[src/rtl/timer2_pkg.sv]
// Package: register map, field positions, reset values and timing counts of timer 2
package timer2_pkg;

  // ==========================================================
  // Register byte addresses on the Avalon-MM slave
  localparam logic [7:0] CTRL_OFS     = 8'hC8;
  localparam logic [7:0] COUNT_LO_OFS = 8'hCC;
  localparam logic [7:0] COUNT_HI_OFS = 8'hD0;
  localparam logic [7:0] RELOAD_LO_OFS = 8'hD4;
  localparam logic [7:0] RELOAD_HI_OFS = 8'hD8;
  localparam logic [7:0] IRQ_STAT_OFS = 8'hDC;
  localparam logic [7:0] IRQ_MASK_OFS = 8'hE0;

  // ==========================================================
  // Control register fields
  localparam int OVF_FLAG_BIT  = 7;
  localparam int EXT_FLAG_BIT  = 6;
  localparam int SPARE_BIT     = 5;
  localparam int SER_SEL_BIT   = 4;
  localparam int TRIG_EN_BIT   = 3;
  localparam int RUN_BIT       = 2;
  localparam int SRC_SEL_BIT   = 1;
  localparam int CAP_SEL_BIT   = 0;

  // Interrupt status and mask fields
  localparam int IRQ_OVF_BIT   = 0;
  localparam int IRQ_EXT_BIT   = 1;
  localparam int IRQ_W         = 2;

  // ==========================================================
  // Widths and reset values
  localparam int COUNT_W = 16;
  localparam logic [7:0]  CTRL_RESET   = 8'h00;
  localparam logic [15:0] COUNT_RESET  = 16'h0000;
  localparam logic [15:0] RELOAD_RESET = 16'h0000;
  localparam logic [1:0]  IRQ_RESET    = 2'h0;

  // Core clocks in one machine cycle
  localparam int MACHINE_CYCLE_CLOCKS = 12;

  // ==========================================================
  // Operating modes, one-hot
  typedef enum logic [3:0] {
    MODE_OFF    = 4'b0001,
    MODE_RELOAD = 4'b0010,
    MODE_CAPT   = 4'b0100,
    MODE_BAUD   = 4'b1000
  } mode_type;

endpackage
[src/rtl/fall_edge_sampler.sv]
// Falling-edge detector that samples a pin once per machine cycle
`timescale 1ns/100ps
module fall_edge_sampler (
  input  wire logic clk,
  input  wire logic rst_n,
  input  wire logic ce,
  input  wire logic sample,
  input  wire logic pin,
  output logic      fall
);

  logic last_q;
  logic last_d;
  logic fall_d;

  // High then low on two successive samples is one edge
  always_comb begin
    last_d = sample ? pin : last_q;
    fall_d = sample & last_q & ~pin;
  end

  // Idle level of the pin is high
  always_ff @(posedge clk or negedge rst_n) begin
    if (!rst_n) begin
      last_q <= 1'b1;
      fall   <= 1'b0;
    end else if (ce) begin
      last_q <= last_d;
      fall   <= fall_d;
    end
  end

endmodule // fall_edge_sampler

[src/rtl/machine_cycle_divider.sv]
// Divider that marks one core clock in every machine cycle
`timescale 1ns/100ps
module machine_cycle_divider #(
  parameter int DIV = timer2_pkg::MACHINE_CYCLE_CLOCKS
) (
  input  wire logic clk,
  input  wire logic rst_n,
  input  wire logic ce,
  output logic      tick
);

  localparam int CW = $clog2(DIV);

  // ==========================================================
  // Elaboration check
  if (DIV < 2) begin : g_bad_div
    $error("DIV must be at least 2");
  end

  logic [CW-1:0] cnt_q;
  logic [CW-1:0] cnt_d;
  logic          tick_d;

  // Count 0 to DIV-1 and flag the wrap
  always_comb begin
    tick_d = (cnt_q == CW'(DIV - 1));
    cnt_d  = tick_d ? '0 : cnt_q + 1'b1;
  end

  // Register the count and the tick
  always_ff @(posedge clk or negedge rst_n) begin
    if (!rst_n) begin
      cnt_q <= '0;
      tick  <= 1'b0;
    end else if (ce) begin
      cnt_q <= cnt_d;
      tick  <= tick_d;
    end
  end

endmodule // machine_cycle_divider

[src/rtl/timer2_capture_reload_control.sv]
// Timer 2: 16-bit capture, auto-reload and baud generator with Avalon-MM registers
//
// Notes on behaviour
// - Overflow sets control bit 7; only a software write clears it.
// - No overflow flag while the serial clock select bit is set.
// - Trigger-pin capture or reload sets control bit 6, external flag.
// - External flag raises the interrupt when enabled; stays until software clears.
// - Bit 5 is a spare read/write flag with no timer effect.
// - Bit 4 routes this timer's overflows, else timer 1's, to the serial port.
// - Bit 3 lets trigger falling edges act unless clocking the serial port.
// - Bit 2 runs the timer; clear means off whatever the other bits.
// - Bit 1 clear counts machine cycles; set counts event pin falling edges.
// - Bit 0 set with trigger enabled: trigger falling edges capture the count.
// - Bit 0 clear: reload on overflow and on enabled trigger edges.
// - Serial clock select forces reload on overflow, ignoring bit 0.
// - Mode from select, capture and run bits: reload, capture, baud, off.
// - Eight-bit control register at C8H with the bit order above.
// - Capture copies the count bytes into the capture/reload bytes.
// - Reload loads the counter from the software-preset capture/reload pair.
// - Counter is 16 bits, as timer or as event counter.
`timescale 1ns/100ps
module timer2_capture_reload_control #(
  parameter int DIV = timer2_pkg::MACHINE_CYCLE_CLOCKS
) (
  input  wire logic        CORE_CLK,
  input  wire logic        RST_N,
  input  wire logic        CE,
  input  wire logic [7:0]  AVS_ADDRESS,
  input  wire logic        AVS_READ,
  input  wire logic        AVS_WRITE,
  input  wire logic [31:0] AVS_WRITEDATA,
  input  wire logic [3:0]  AVS_BYTEENABLE,
  output logic      [31:0] AVS_READDATA,
  output logic             AVS_WAITREQUEST,
  input  wire logic        EVENT_PIN,
  input  wire logic        EXTERNAL_TRIGGER_PIN,
  input  wire logic        TIMER1_OVERFLOW,
  output logic             SERIAL_CLOCK,
  output logic             IRQ
);

  localparam int CW = timer2_pkg::COUNT_W;

  // ==========================================================
  // Elaboration check
  if (DIV < 2) begin : g_bad_div
    $error("DIV must be at least 2");
  end

  // Byte registers split a 16-bit count
  if (CW != 16) begin : g_bad_width
    $error("COUNT_W must be 16 for the byte registers");
  end

  // ==========================================================
  // Reset release through two flip-flops
  logic rst_meta_q;
  logic rst_q;

  // Assert at once, release two edges later
  always_ff @(posedge CORE_CLK or negedge RST_N) begin
    if (!RST_N) begin
      rst_meta_q <= 1'b0;
      rst_q      <= 1'b0;
    end else begin
      rst_meta_q <= 1'b1;
      rst_q      <= rst_meta_q;
    end
  end

  // ==========================================================
  // Machine cycle tick and pin edges
  logic mc_tick;
  logic evt_fall;
  logic trg_fall;

  machine_cycle_divider #(
    .DIV (DIV)
  ) u_div (
    .clk   (CORE_CLK),
    .rst_n (rst_q),
    .ce    (CE),
    .tick  (mc_tick)
  );

  // Event pin edges for counter mode
  fall_edge_sampler u_evt (
    .clk    (CORE_CLK),
    .rst_n  (rst_q),
    .ce     (CE),
    .sample (mc_tick),
    .pin    (EVENT_PIN),
    .fall   (evt_fall)
  );

  // Trigger pin edges for capture and reload
  fall_edge_sampler u_trg (
    .clk    (CORE_CLK),
    .rst_n  (rst_q),
    .ce     (CE),
    .sample (mc_tick),
    .pin    (EXTERNAL_TRIGGER_PIN),
    .fall   (trg_fall)
  );

  // ==========================================================
  // State
  logic [7:0]          ctrl_q;
  logic [7:0]          ctrl_d;
  logic [CW-1:0]       count_q;
  logic [CW-1:0]       count_d;
  logic [CW-1:0]       reload_q;
  logic [CW-1:0]       reload_d;
  logic [1:0]          stat_q;
  logic [1:0]          stat_d;
  logic [1:0]          mask_q;
  logic [1:0]          mask_d;
  logic                wait_q;
  logic                wait_d;
  logic [31:0]         rdata_q;
  logic [31:0]         rdata_d;
  logic                ser_clk_q;
  logic                ser_clk_d;
  logic                irq_q;
  logic                irq_d;

  // ==========================================================
  // Mode decode
  timer2_pkg::mode_type mode;
  logic ser_sel;
  logic trig_en;
  logic run;
  logic src_sel;
  logic cap_sel;
  logic step;
  logic ovf;
  logic trig;
  logic reload_on_ovf;
  logic capture_mode;

  assign ser_sel = ctrl_q[timer2_pkg::SER_SEL_BIT];
  assign trig_en = ctrl_q[timer2_pkg::TRIG_EN_BIT];
  assign run     = ctrl_q[timer2_pkg::RUN_BIT];
  assign src_sel = ctrl_q[timer2_pkg::SRC_SEL_BIT];
  assign cap_sel = ctrl_q[timer2_pkg::CAP_SEL_BIT];

  // Run off wins, then serial select, then capture select
  always_comb begin
    if (!run) begin
      mode = timer2_pkg::MODE_OFF;
    end else if (ser_sel) begin
      mode = timer2_pkg::MODE_BAUD;
    end else if (cap_sel) begin
      mode = timer2_pkg::MODE_CAPT;
    end else begin
      mode = timer2_pkg::MODE_RELOAD;
    end
  end

  // What each mode does on overflow and on a trigger edge
  always_comb begin
    reload_on_ovf = 1'b0;
    capture_mode  = 1'b0;
    unique case (mode)
      timer2_pkg::MODE_OFF: begin
      end
      timer2_pkg::MODE_RELOAD: begin
        reload_on_ovf = 1'b1;
      end
      timer2_pkg::MODE_CAPT: begin
        capture_mode = 1'b1;
      end
      timer2_pkg::MODE_BAUD: begin
        reload_on_ovf = 1'b1;
      end
    endcase
  end

  // Count source, rollover and gated trigger
  always_comb begin
    step = (mode != timer2_pkg::MODE_OFF) & (src_sel ? evt_fall : mc_tick);
    ovf  = step & (count_q == {CW{1'b1}});
    trig = (mode != timer2_pkg::MODE_OFF) & ~ser_sel & trig_en & trg_fall;
  end

  // ==========================================================
  // Bus decode
  logic       wr_fire;
  logic       rd_take;
  logic       be0;
  logic [7:0] wbyte;

  assign be0     = AVS_BYTEENABLE[0];
  assign wbyte   = AVS_WRITEDATA[7:0];
  assign wr_fire = ~wait_q & AVS_WRITE & be0;
  assign rd_take = wait_q & AVS_READ;

  // One wait state per request, then a single ready cycle
  always_comb begin
    wait_d = ~((AVS_READ | AVS_WRITE) & wait_q);
  end

  // Read mux, sampled in the request cycle
  always_comb begin
    rdata_d = rdata_q;
    if (rd_take) begin
      rdata_d = 32'h0000_0000;
      unique case (AVS_ADDRESS)
        timer2_pkg::CTRL_OFS:      rdata_d[7:0] = ctrl_q;
        timer2_pkg::COUNT_LO_OFS:  rdata_d[7:0] = count_q[7:0];
        timer2_pkg::COUNT_HI_OFS:  rdata_d[7:0] = count_q[15:8];
        timer2_pkg::RELOAD_LO_OFS: rdata_d[7:0] = reload_q[7:0];
        timer2_pkg::RELOAD_HI_OFS: rdata_d[7:0] = reload_q[15:8];
        timer2_pkg::IRQ_STAT_OFS:  rdata_d[1:0] = stat_q;
        timer2_pkg::IRQ_MASK_OFS:  rdata_d[1:0] = mask_q;
        default:                   rdata_d      = 32'h0000_0000;
      endcase
    end
  end

  // ==========================================================
  // Bus answer registers
  always_ff @(posedge CORE_CLK or negedge rst_q) begin
    if (!rst_q) begin
      wait_q  <= 1'b1;
      rdata_q <= 32'h0000_0000;
    end else if (CE) begin
      wait_q  <= wait_d;
      rdata_q <= rdata_d;
    end
  end

  // ==========================================================
  // Timer core: software writes first, hardware events win
  always_comb begin
    ctrl_d   = ctrl_q;
    count_d  = count_q;
    reload_d = reload_q;
    if (wr_fire) begin
      unique case (AVS_ADDRESS)
        timer2_pkg::CTRL_OFS:      ctrl_d          = wbyte;
        timer2_pkg::COUNT_LO_OFS:  count_d[7:0]    = wbyte;
        timer2_pkg::COUNT_HI_OFS:  count_d[15:8]   = wbyte;
        timer2_pkg::RELOAD_LO_OFS: reload_d[7:0]   = wbyte;
        timer2_pkg::RELOAD_HI_OFS: reload_d[15:8]  = wbyte;
        default: begin
        end
      endcase
    end
    // Increment, reloading at rollover where the mode asks
    if (step) begin
      count_d = (ovf & reload_on_ovf) ? reload_q : count_q + 1'b1;
    end
    // Trigger edge: capture or reload
    if (trig & capture_mode) begin
      reload_d = count_q;
    end
    if (trig & ~capture_mode) begin
      count_d = reload_q;
    end
    // Flags set after the software write, so a set wins
    if (ovf & ~ser_sel) begin
      ctrl_d[timer2_pkg::OVF_FLAG_BIT] = 1'b1;
    end
    if (trig) begin
      ctrl_d[timer2_pkg::EXT_FLAG_BIT] = 1'b1;
    end
  end

  // ==========================================================
  // Timer core registers
  always_ff @(posedge CORE_CLK or negedge rst_q) begin
    if (!rst_q) begin
      ctrl_q   <= timer2_pkg::CTRL_RESET;
      count_q  <= timer2_pkg::COUNT_RESET;
      reload_q <= timer2_pkg::RELOAD_RESET;
    end else if (CE) begin
      ctrl_q   <= ctrl_d;
      count_q  <= count_d;
      reload_q <= reload_d;
    end
  end

  // ==========================================================
  // Serial clock source: own rollover pulses or timer 1
  always_comb begin
    ser_clk_d = ser_sel ? ovf : TIMER1_OVERFLOW;
  end

  // Serial clock pulse register
  always_ff @(posedge CORE_CLK or negedge rst_q) begin
    if (!rst_q) begin
      ser_clk_q <= 1'b0;
    end else if (CE) begin
      ser_clk_q <= ser_clk_d;
    end
  end

  // ==========================================================
  // Interrupt status, write one to clear, set wins
  always_comb begin
    stat_d = stat_q;
    mask_d = mask_q;
    if (wr_fire && AVS_ADDRESS == timer2_pkg::IRQ_STAT_OFS) begin
      stat_d = stat_q & ~wbyte[1:0];
    end
    if (wr_fire && AVS_ADDRESS == timer2_pkg::IRQ_MASK_OFS) begin
      mask_d = wbyte[1:0];
    end
    // Hardware sets after the clear, so a set wins
    if (ovf & ~ser_sel) begin
      stat_d[timer2_pkg::IRQ_OVF_BIT] = 1'b1;
    end
    if (trig) begin
      stat_d[timer2_pkg::IRQ_EXT_BIT] = 1'b1;
    end
    irq_d = |(stat_d & mask_d);
  end

  // ==========================================================
  // Interrupt registers
  always_ff @(posedge CORE_CLK or negedge rst_q) begin
    if (!rst_q) begin
      stat_q <= timer2_pkg::IRQ_RESET;
      mask_q <= timer2_pkg::IRQ_RESET;
      irq_q  <= 1'b0;
    end else if (CE) begin
      stat_q <= stat_d;
      mask_q <= mask_d;
      irq_q  <= irq_d;
    end
  end

  // ==========================================================
  // Outputs straight from flip-flops
  assign AVS_READDATA    = rdata_q;
  assign AVS_WAITREQUEST = wait_q;
  assign SERIAL_CLOCK    = ser_clk_q;
  assign IRQ             = irq_q;

endmodule // timer2_capture_reload_control

[config.mk]
export PLATFORM = sky130hd
export DESIGN_NAME = timer2_capture_reload_control
export DESIGN_NICKNAME = d
export VERILOG_FILES = /design/src/rtl/timer2_pkg.sv /design/src/rtl/fall_edge_sampler.sv /design/src/rtl/machine_cycle_divider.sv /design/src/rtl/timer2_capture_reload_control.sv
export SDC_FILE = /design/constraint.sdc
export NUM_CORES = 1
export LEC_CHECK = 0
export BUFFER_PORTS_ARGS = -buffer_cell sky130_fd_sc_hd__buf_2
export CORE_UTILIZATION = 40
export DETAILED_ROUTE_END_ITERATION = 7
export GPL_TIMING_DRIVEN = 0
export SLEW_MARGIN = 40
export SYNTH_ARGS = -nofsm -noshare
export SYNTH_HDL_FRONTEND = slang
export SYNTH_SLANG_ARGS = --single-unit
[constraint.sdc]
create_clock -name CORE_CLK -period 3.9 [get_ports CORE_CLK]
set_clock_uncertainty 0.05 [all_clocks]
set_input_delay 0.39 -clock CORE_CLK [delete_from_list [all_inputs] [get_ports CORE_CLK]]
set_output_delay 0.39 -clock CORE_CLK [all_outputs]
set_load 0.05 [all_outputs]
# == Word-level counts from Yosys, hierarchy flattened ==
# Index checks and enable logic that the tools add are counted.
# classes
add_sub_neg,2
n_eq_ne,13
mux,28
n_bitwise,27
reduce_logical,23
# ops
op,count
16-bit two-way mux,6
"8-bit == test, second input constant",7
8-bit two-way mux,6
6-bit one-hot mux with 5 select lines,1
3-bit AND reduction,7
1-bit bitwise AND,17
"16-bit by 1-bit adder with 16-bit output, second input constant",1
"16-bit == test, second input constant",1
2-bit one-hot mux with 7 select lines,1
2-bit nonzero test,7
4-bit two-way mux,3
3-bit nonzero test,3
"4-bit == test, second input constant",2
1-bit two-way mux,8
1-bit NOT,6
"4-bit by 1-bit adder with 4-bit output, second input constant",1
2-bit bitwise AND,2
"4-bit by 2-bit == test with 1-bit output, second input constant",1
"4-bit by 3-bit == test with 1-bit output, second input constant",1
2-bit two-way mux,2
"4-bit by 1-bit != test with 1-bit output, second input constant",1
2-bit AND reduction,2
2-bit OR reduction,2
3-bit two-way mux,1
other kinds (3),4
# totals
regBits,66
input_bits,52
elab_cells,114

# == Longest topological paths before layout ==
# depth
word_depth,10
depth_mapped,8

# == By module ==
# From an unflattened synthesis, not the netlist that was laid out.
# hier_totals
hier_cells,456
area_unflattened_um2,4130.2
# by_module_without_submodules
mod,n_inst,cells_per_inst,area_each_um2,seq_area_each_um2
timer2_capture_reload_control,1,420,3711.1,1427.6
machine_cycle_divider,1,22,244.0,125.1
fall_edge_sampler,2,7,87.6,51.3

# == Least setup slack after synthesis ==
# No wires, ideal clock.
# synth_path
path_kind,register -> register
from,register count_q[0]
to,register count_q[15]
arrival_ps,2045
setup_slack_ps,1679
path_stages_with_launch,8
n_path_buf,1
period_less_slack_ps,2221
path_cell_list,dfrtp_1 -> ha_1 -> nand3_4 -> or4_1 -> buf_4 -> o21ai_4 -> o21ai_0 -> a221o_1
# synth_between
elab_chain_cells,6
# synth_rtl
item,line,source
start: declaration,timer2_capture_reload_control.sv:110,logic [CW-1:0] count_q;
start signal: assignment,timer2_capture_reload_control.sv:275,count_q <= timer2_pkg::COUNT_RESET;
start signal: assignment,timer2_capture_reload_control.sv:279,count_q <= count_d;
"parallel branches: the longest is 3 deep, another holds 16-bit by 1-bit adder with 16-bit output",n/a,
16-bit two-way mux (*),timer2_capture_reload_control.sv:252,count_d = (ovf & reload_on_ovf) ? reload_q : count_q + 1'b1;
16-bit two-way mux (*),timer2_capture_reload_control.sv:251,if (step) begin
16-bit two-way mux (*),timer2_capture_reload_control.sv:258,if (trig & ~capture_mode) begin
# Mark *: on every way between the ends.
# A chain may end at the register's enable or synchronous reset.

# == Final worst setup path ==
# Ends and elaborated chain as after synthesis.

==> impl_results.md <==
* Crit path max-delay family: compound AO/OA/AOI/OAI gates
* Max-cap viol count at 0
* Max_slew headroom at 47.43%
* Sequential fraction of the synthesis area at 40.21%
* Post-DR wirelength/cell at 17.27 µm
* Worst path arrival time at 2800 ps
* Max VDD drop at 159.0 µV
* Avg Cell Area, Syn at 9.398 µm²
* WL final at 11120 µm
* Unique masters post-synth at 66
* Final max-slew violation count at 0
* Cell area after synthesis at 4116 µm²
* Num rows at 36
* Most common cell in the netlist: dfrtp_1
* Critical path endpoint category: register
* Final setup fails at 0
* Top FF cell, synth: dfrtp_1
* First-pass DRT Iterations at 5
* NumNets Final at 560
* Post-CTS Resized at 0
* Leak Pwr at 2.203 nW
* Chip Width at 103.4 µm
* Synthesis-to-layout area growth at 15.99%
* Worst-Skew Late Latency at 360 ps
* Cell Count, Final, Fillers Out at 644
* Area contributors post-synth: dfrtp_1 38%, mux2i_1 6.6%, buf_4 4.7%
* Top cells by count, synth: 63 x dfrtp_1, 52 x nand2_1, 38 x o21ai_0, 27 x mux2i_1, 26 x buf_4
* Initial core utilization at 41.73%
* Layout cells sized above 1 at 22.70%
* Synth warnings at 0
* Worst-Margin Slew at 783.8 ps
* Mapped Cells at 438
* Clock transition at path regs at 80 ps
* RSZ-0062 raised after global routing: no
* Die area at 10700 µm²
* N_diodes at 0
* GP Congestion at 0.8651
* Vias per cell at 5.564
* Residual DRC count at 0
* Final hold slack at 193.5 ps
* Core area at 9864 µm²
* Critical Path RT at 4100 ps
* CP Cell Sequence: ha_1 > nand3_4 > or4_1 > buf_4 > o21ai_4 > o21ai_0 > a221o_1
* CTS Buffer Depth at 2
* Initial DRC count at 307
* Post-synth top area share at 38.30%
* First-pass GRT wire length at 18020 µm
* # H-tree levels at 3
* I/O pins at 87
* Final ANT Viol Nets at 0
* Status: finished, final reports clean
* Setup TNS at 0 ps
* Cell total after placement at 627
* Worst min path class: input pin to register
* Final Hold Vio Count at 0
* Via count at 3583
* Register bit total from synthesis at 66
* CP Class: register to register
* Num CTS Buffers at 9
* Post-place setup slack at 1324 ps
* Overflow after GRT at 0
* Largest net degree at the start of global routing at 37
* Initial antenna violation count at 0
* Port bufs at 32
* Post-synth EDFFs at 0
* Root buf cell: clkbuf_8
* Fin crit period at 2603 ps
* Dpl hpwl at 8150 µm
* Worst Slack Setup Final at 1297 ps
* Ys async rst share at 100.0%
* CP max FO at 9
* Die Y at 103.4 µm
* Total Routing Usage GR at 22.83%
* CTS tree: done
* Area leader, netlist: dfrtp_1
* Worst Path Buf+Inv at 1
* # fillers at 987
* Worst path slowest cell: or4_1
* PwrDens at 336.7 nW/µm²
* Multi-input logic area at 2221 µm²
* Setup crit start kind: register
* Sequential cell area at 1659 µm²
* Worst stage delay on the critical path at 520 ps
* CTS sink count at 66
* Tcrit/Tclk final at 66.74%
* Maximum clock frequency at 384.2 MHz
* Vias in the first global route at 3400
-- power by group --
group          total [mW]  switching, mW  internal [mW]
sequential          0.771         0.0398          0.731
clock               0.597          0.297          0.299
combinational       0.240          0.148         0.0921
total                1.61          0.485           1.12
-- area by class of cell --
| type | instances | share of cell area [%] |
|---|---|---|
| Sequential cell | 66 | 34.75 |
| Tap cell | 133 | 3.485 |
| Clock buffer | 9 | 2.594 |
| Clock inverter | 7 | 1.599 |
| Timing Repair Buffer | 34 | 3.983 |
| Buffer | 48 | 6.289 |
| Multi-Input combinational cell | 337 | 46.51 |
| Inverter | 10 | 0.7862 |
-- path summary, 6_finish.rpt --
path | startpoint | end | slack, ps | cells past startpoint
worst max-delay path | count_q[0]$_DFFE_PN0P_ | count_q[15]$_DFFE_PN0P_ | 1300 | 7
worst min-delay path | EXTERNAL_TRIGGER_PIN | u_trg.fall$_DFFE_PN0P_ | 190 | 2
worst max register to register | count_q[0]$_DFFE_PN0P_ | count_q[15]$_DFFE_PN0P_ | 1300 | 7
worst min register to register | rst_q$_DFF_PN0_ | u_evt.fall$_DFFE_PN0P_ | 220 | 0
max in group asynchronous | rst_q$_DFF_PN0_ | AVS_WAITREQUEST$_DFFE_PN1P_ | 3010 | 1
min in group asynchronous | rst_q$_DFF_PN0_ | u_evt.fall$_DFFE_PN0P_ | 220 | 0
-- registers in the layout (all words and copies together), names as in the netlist --
register         cells
u_trg.last_q         1
stat_q               2
u_evt.fall           1
rst_meta_q           1
AVS_READDATA         8
SERIAL_CLOCK         1
reload_q            16
u_evt.last_q         1
AVS_WAITREQUEST      1
rst_q                1
ctrl_q               8
u_trg.fall           1
u_div.cnt_q          4
u_div.tick           1
IRQ                  1
count_q             16
mask_q               2
-- worst reg2reg max path, stage by stage, from the launching register on --
cell and delay (ps):
dfrtp_1 480, ha_1 290, nand3_4 150, or4_1 520
buf_4 190, o21ai_4 290, o21ai_0 180, a221o_1 370
-- per-layer routing --
layer	global-route usage [%]	vias to the layer above	share of wire (%)
li1	-	1693	-
met3	4.772	24	6.9
met2	35.25	149	46
met4	9.859	0	2.4
met1	31.00	1717	45
met5	0	-	0
-- timing repair --
action | CTS | global route
buffers inserted | 0 | 0
hold buffers | 1 | 0
hold endpoints to repair | 2 | 0
-- through the flow --
stage          utilization (%)  area (µm²)  power (mW)
6_report                 48.40        4775       1.608
5_1_grt                  48.40        4775       1.683
4_1_cts                  48.40        4775       1.618
3_5_place_dp             46.27        4564       1.024
3_3_place_gp             45.92        4529       1.009
2_1_floorplan                -        4203      0.9623
-- cells in the final DEF (no fill, tap or decap), types with 9 or more instances in the layout --
master    count
mux2i_1      27
buf_2        38
dfrtp_1      62
clkbuf_8      9
mux2_2       15
o21ai_0      38
nor2_1       22
inv_1        10
conb_1       25
buf_4        26
clkbuf_1     10
nor3_1       19
nand2_1      52
-- cell families after synthesis --
family	Yosys count	share of synthesized area, %
DFF	66	40.21
xor gates and xnor gates	11	2.340
other	2	0.1824
adders and majority gates	2	0.6078
muxes	43	11.22
buffers and inverters	58	8.207
and+or+nand+nor	147	18.30
AOI/OAI and AO/OA	109	18.94
No activity file was read; power rests on OpenSTA's default activity.
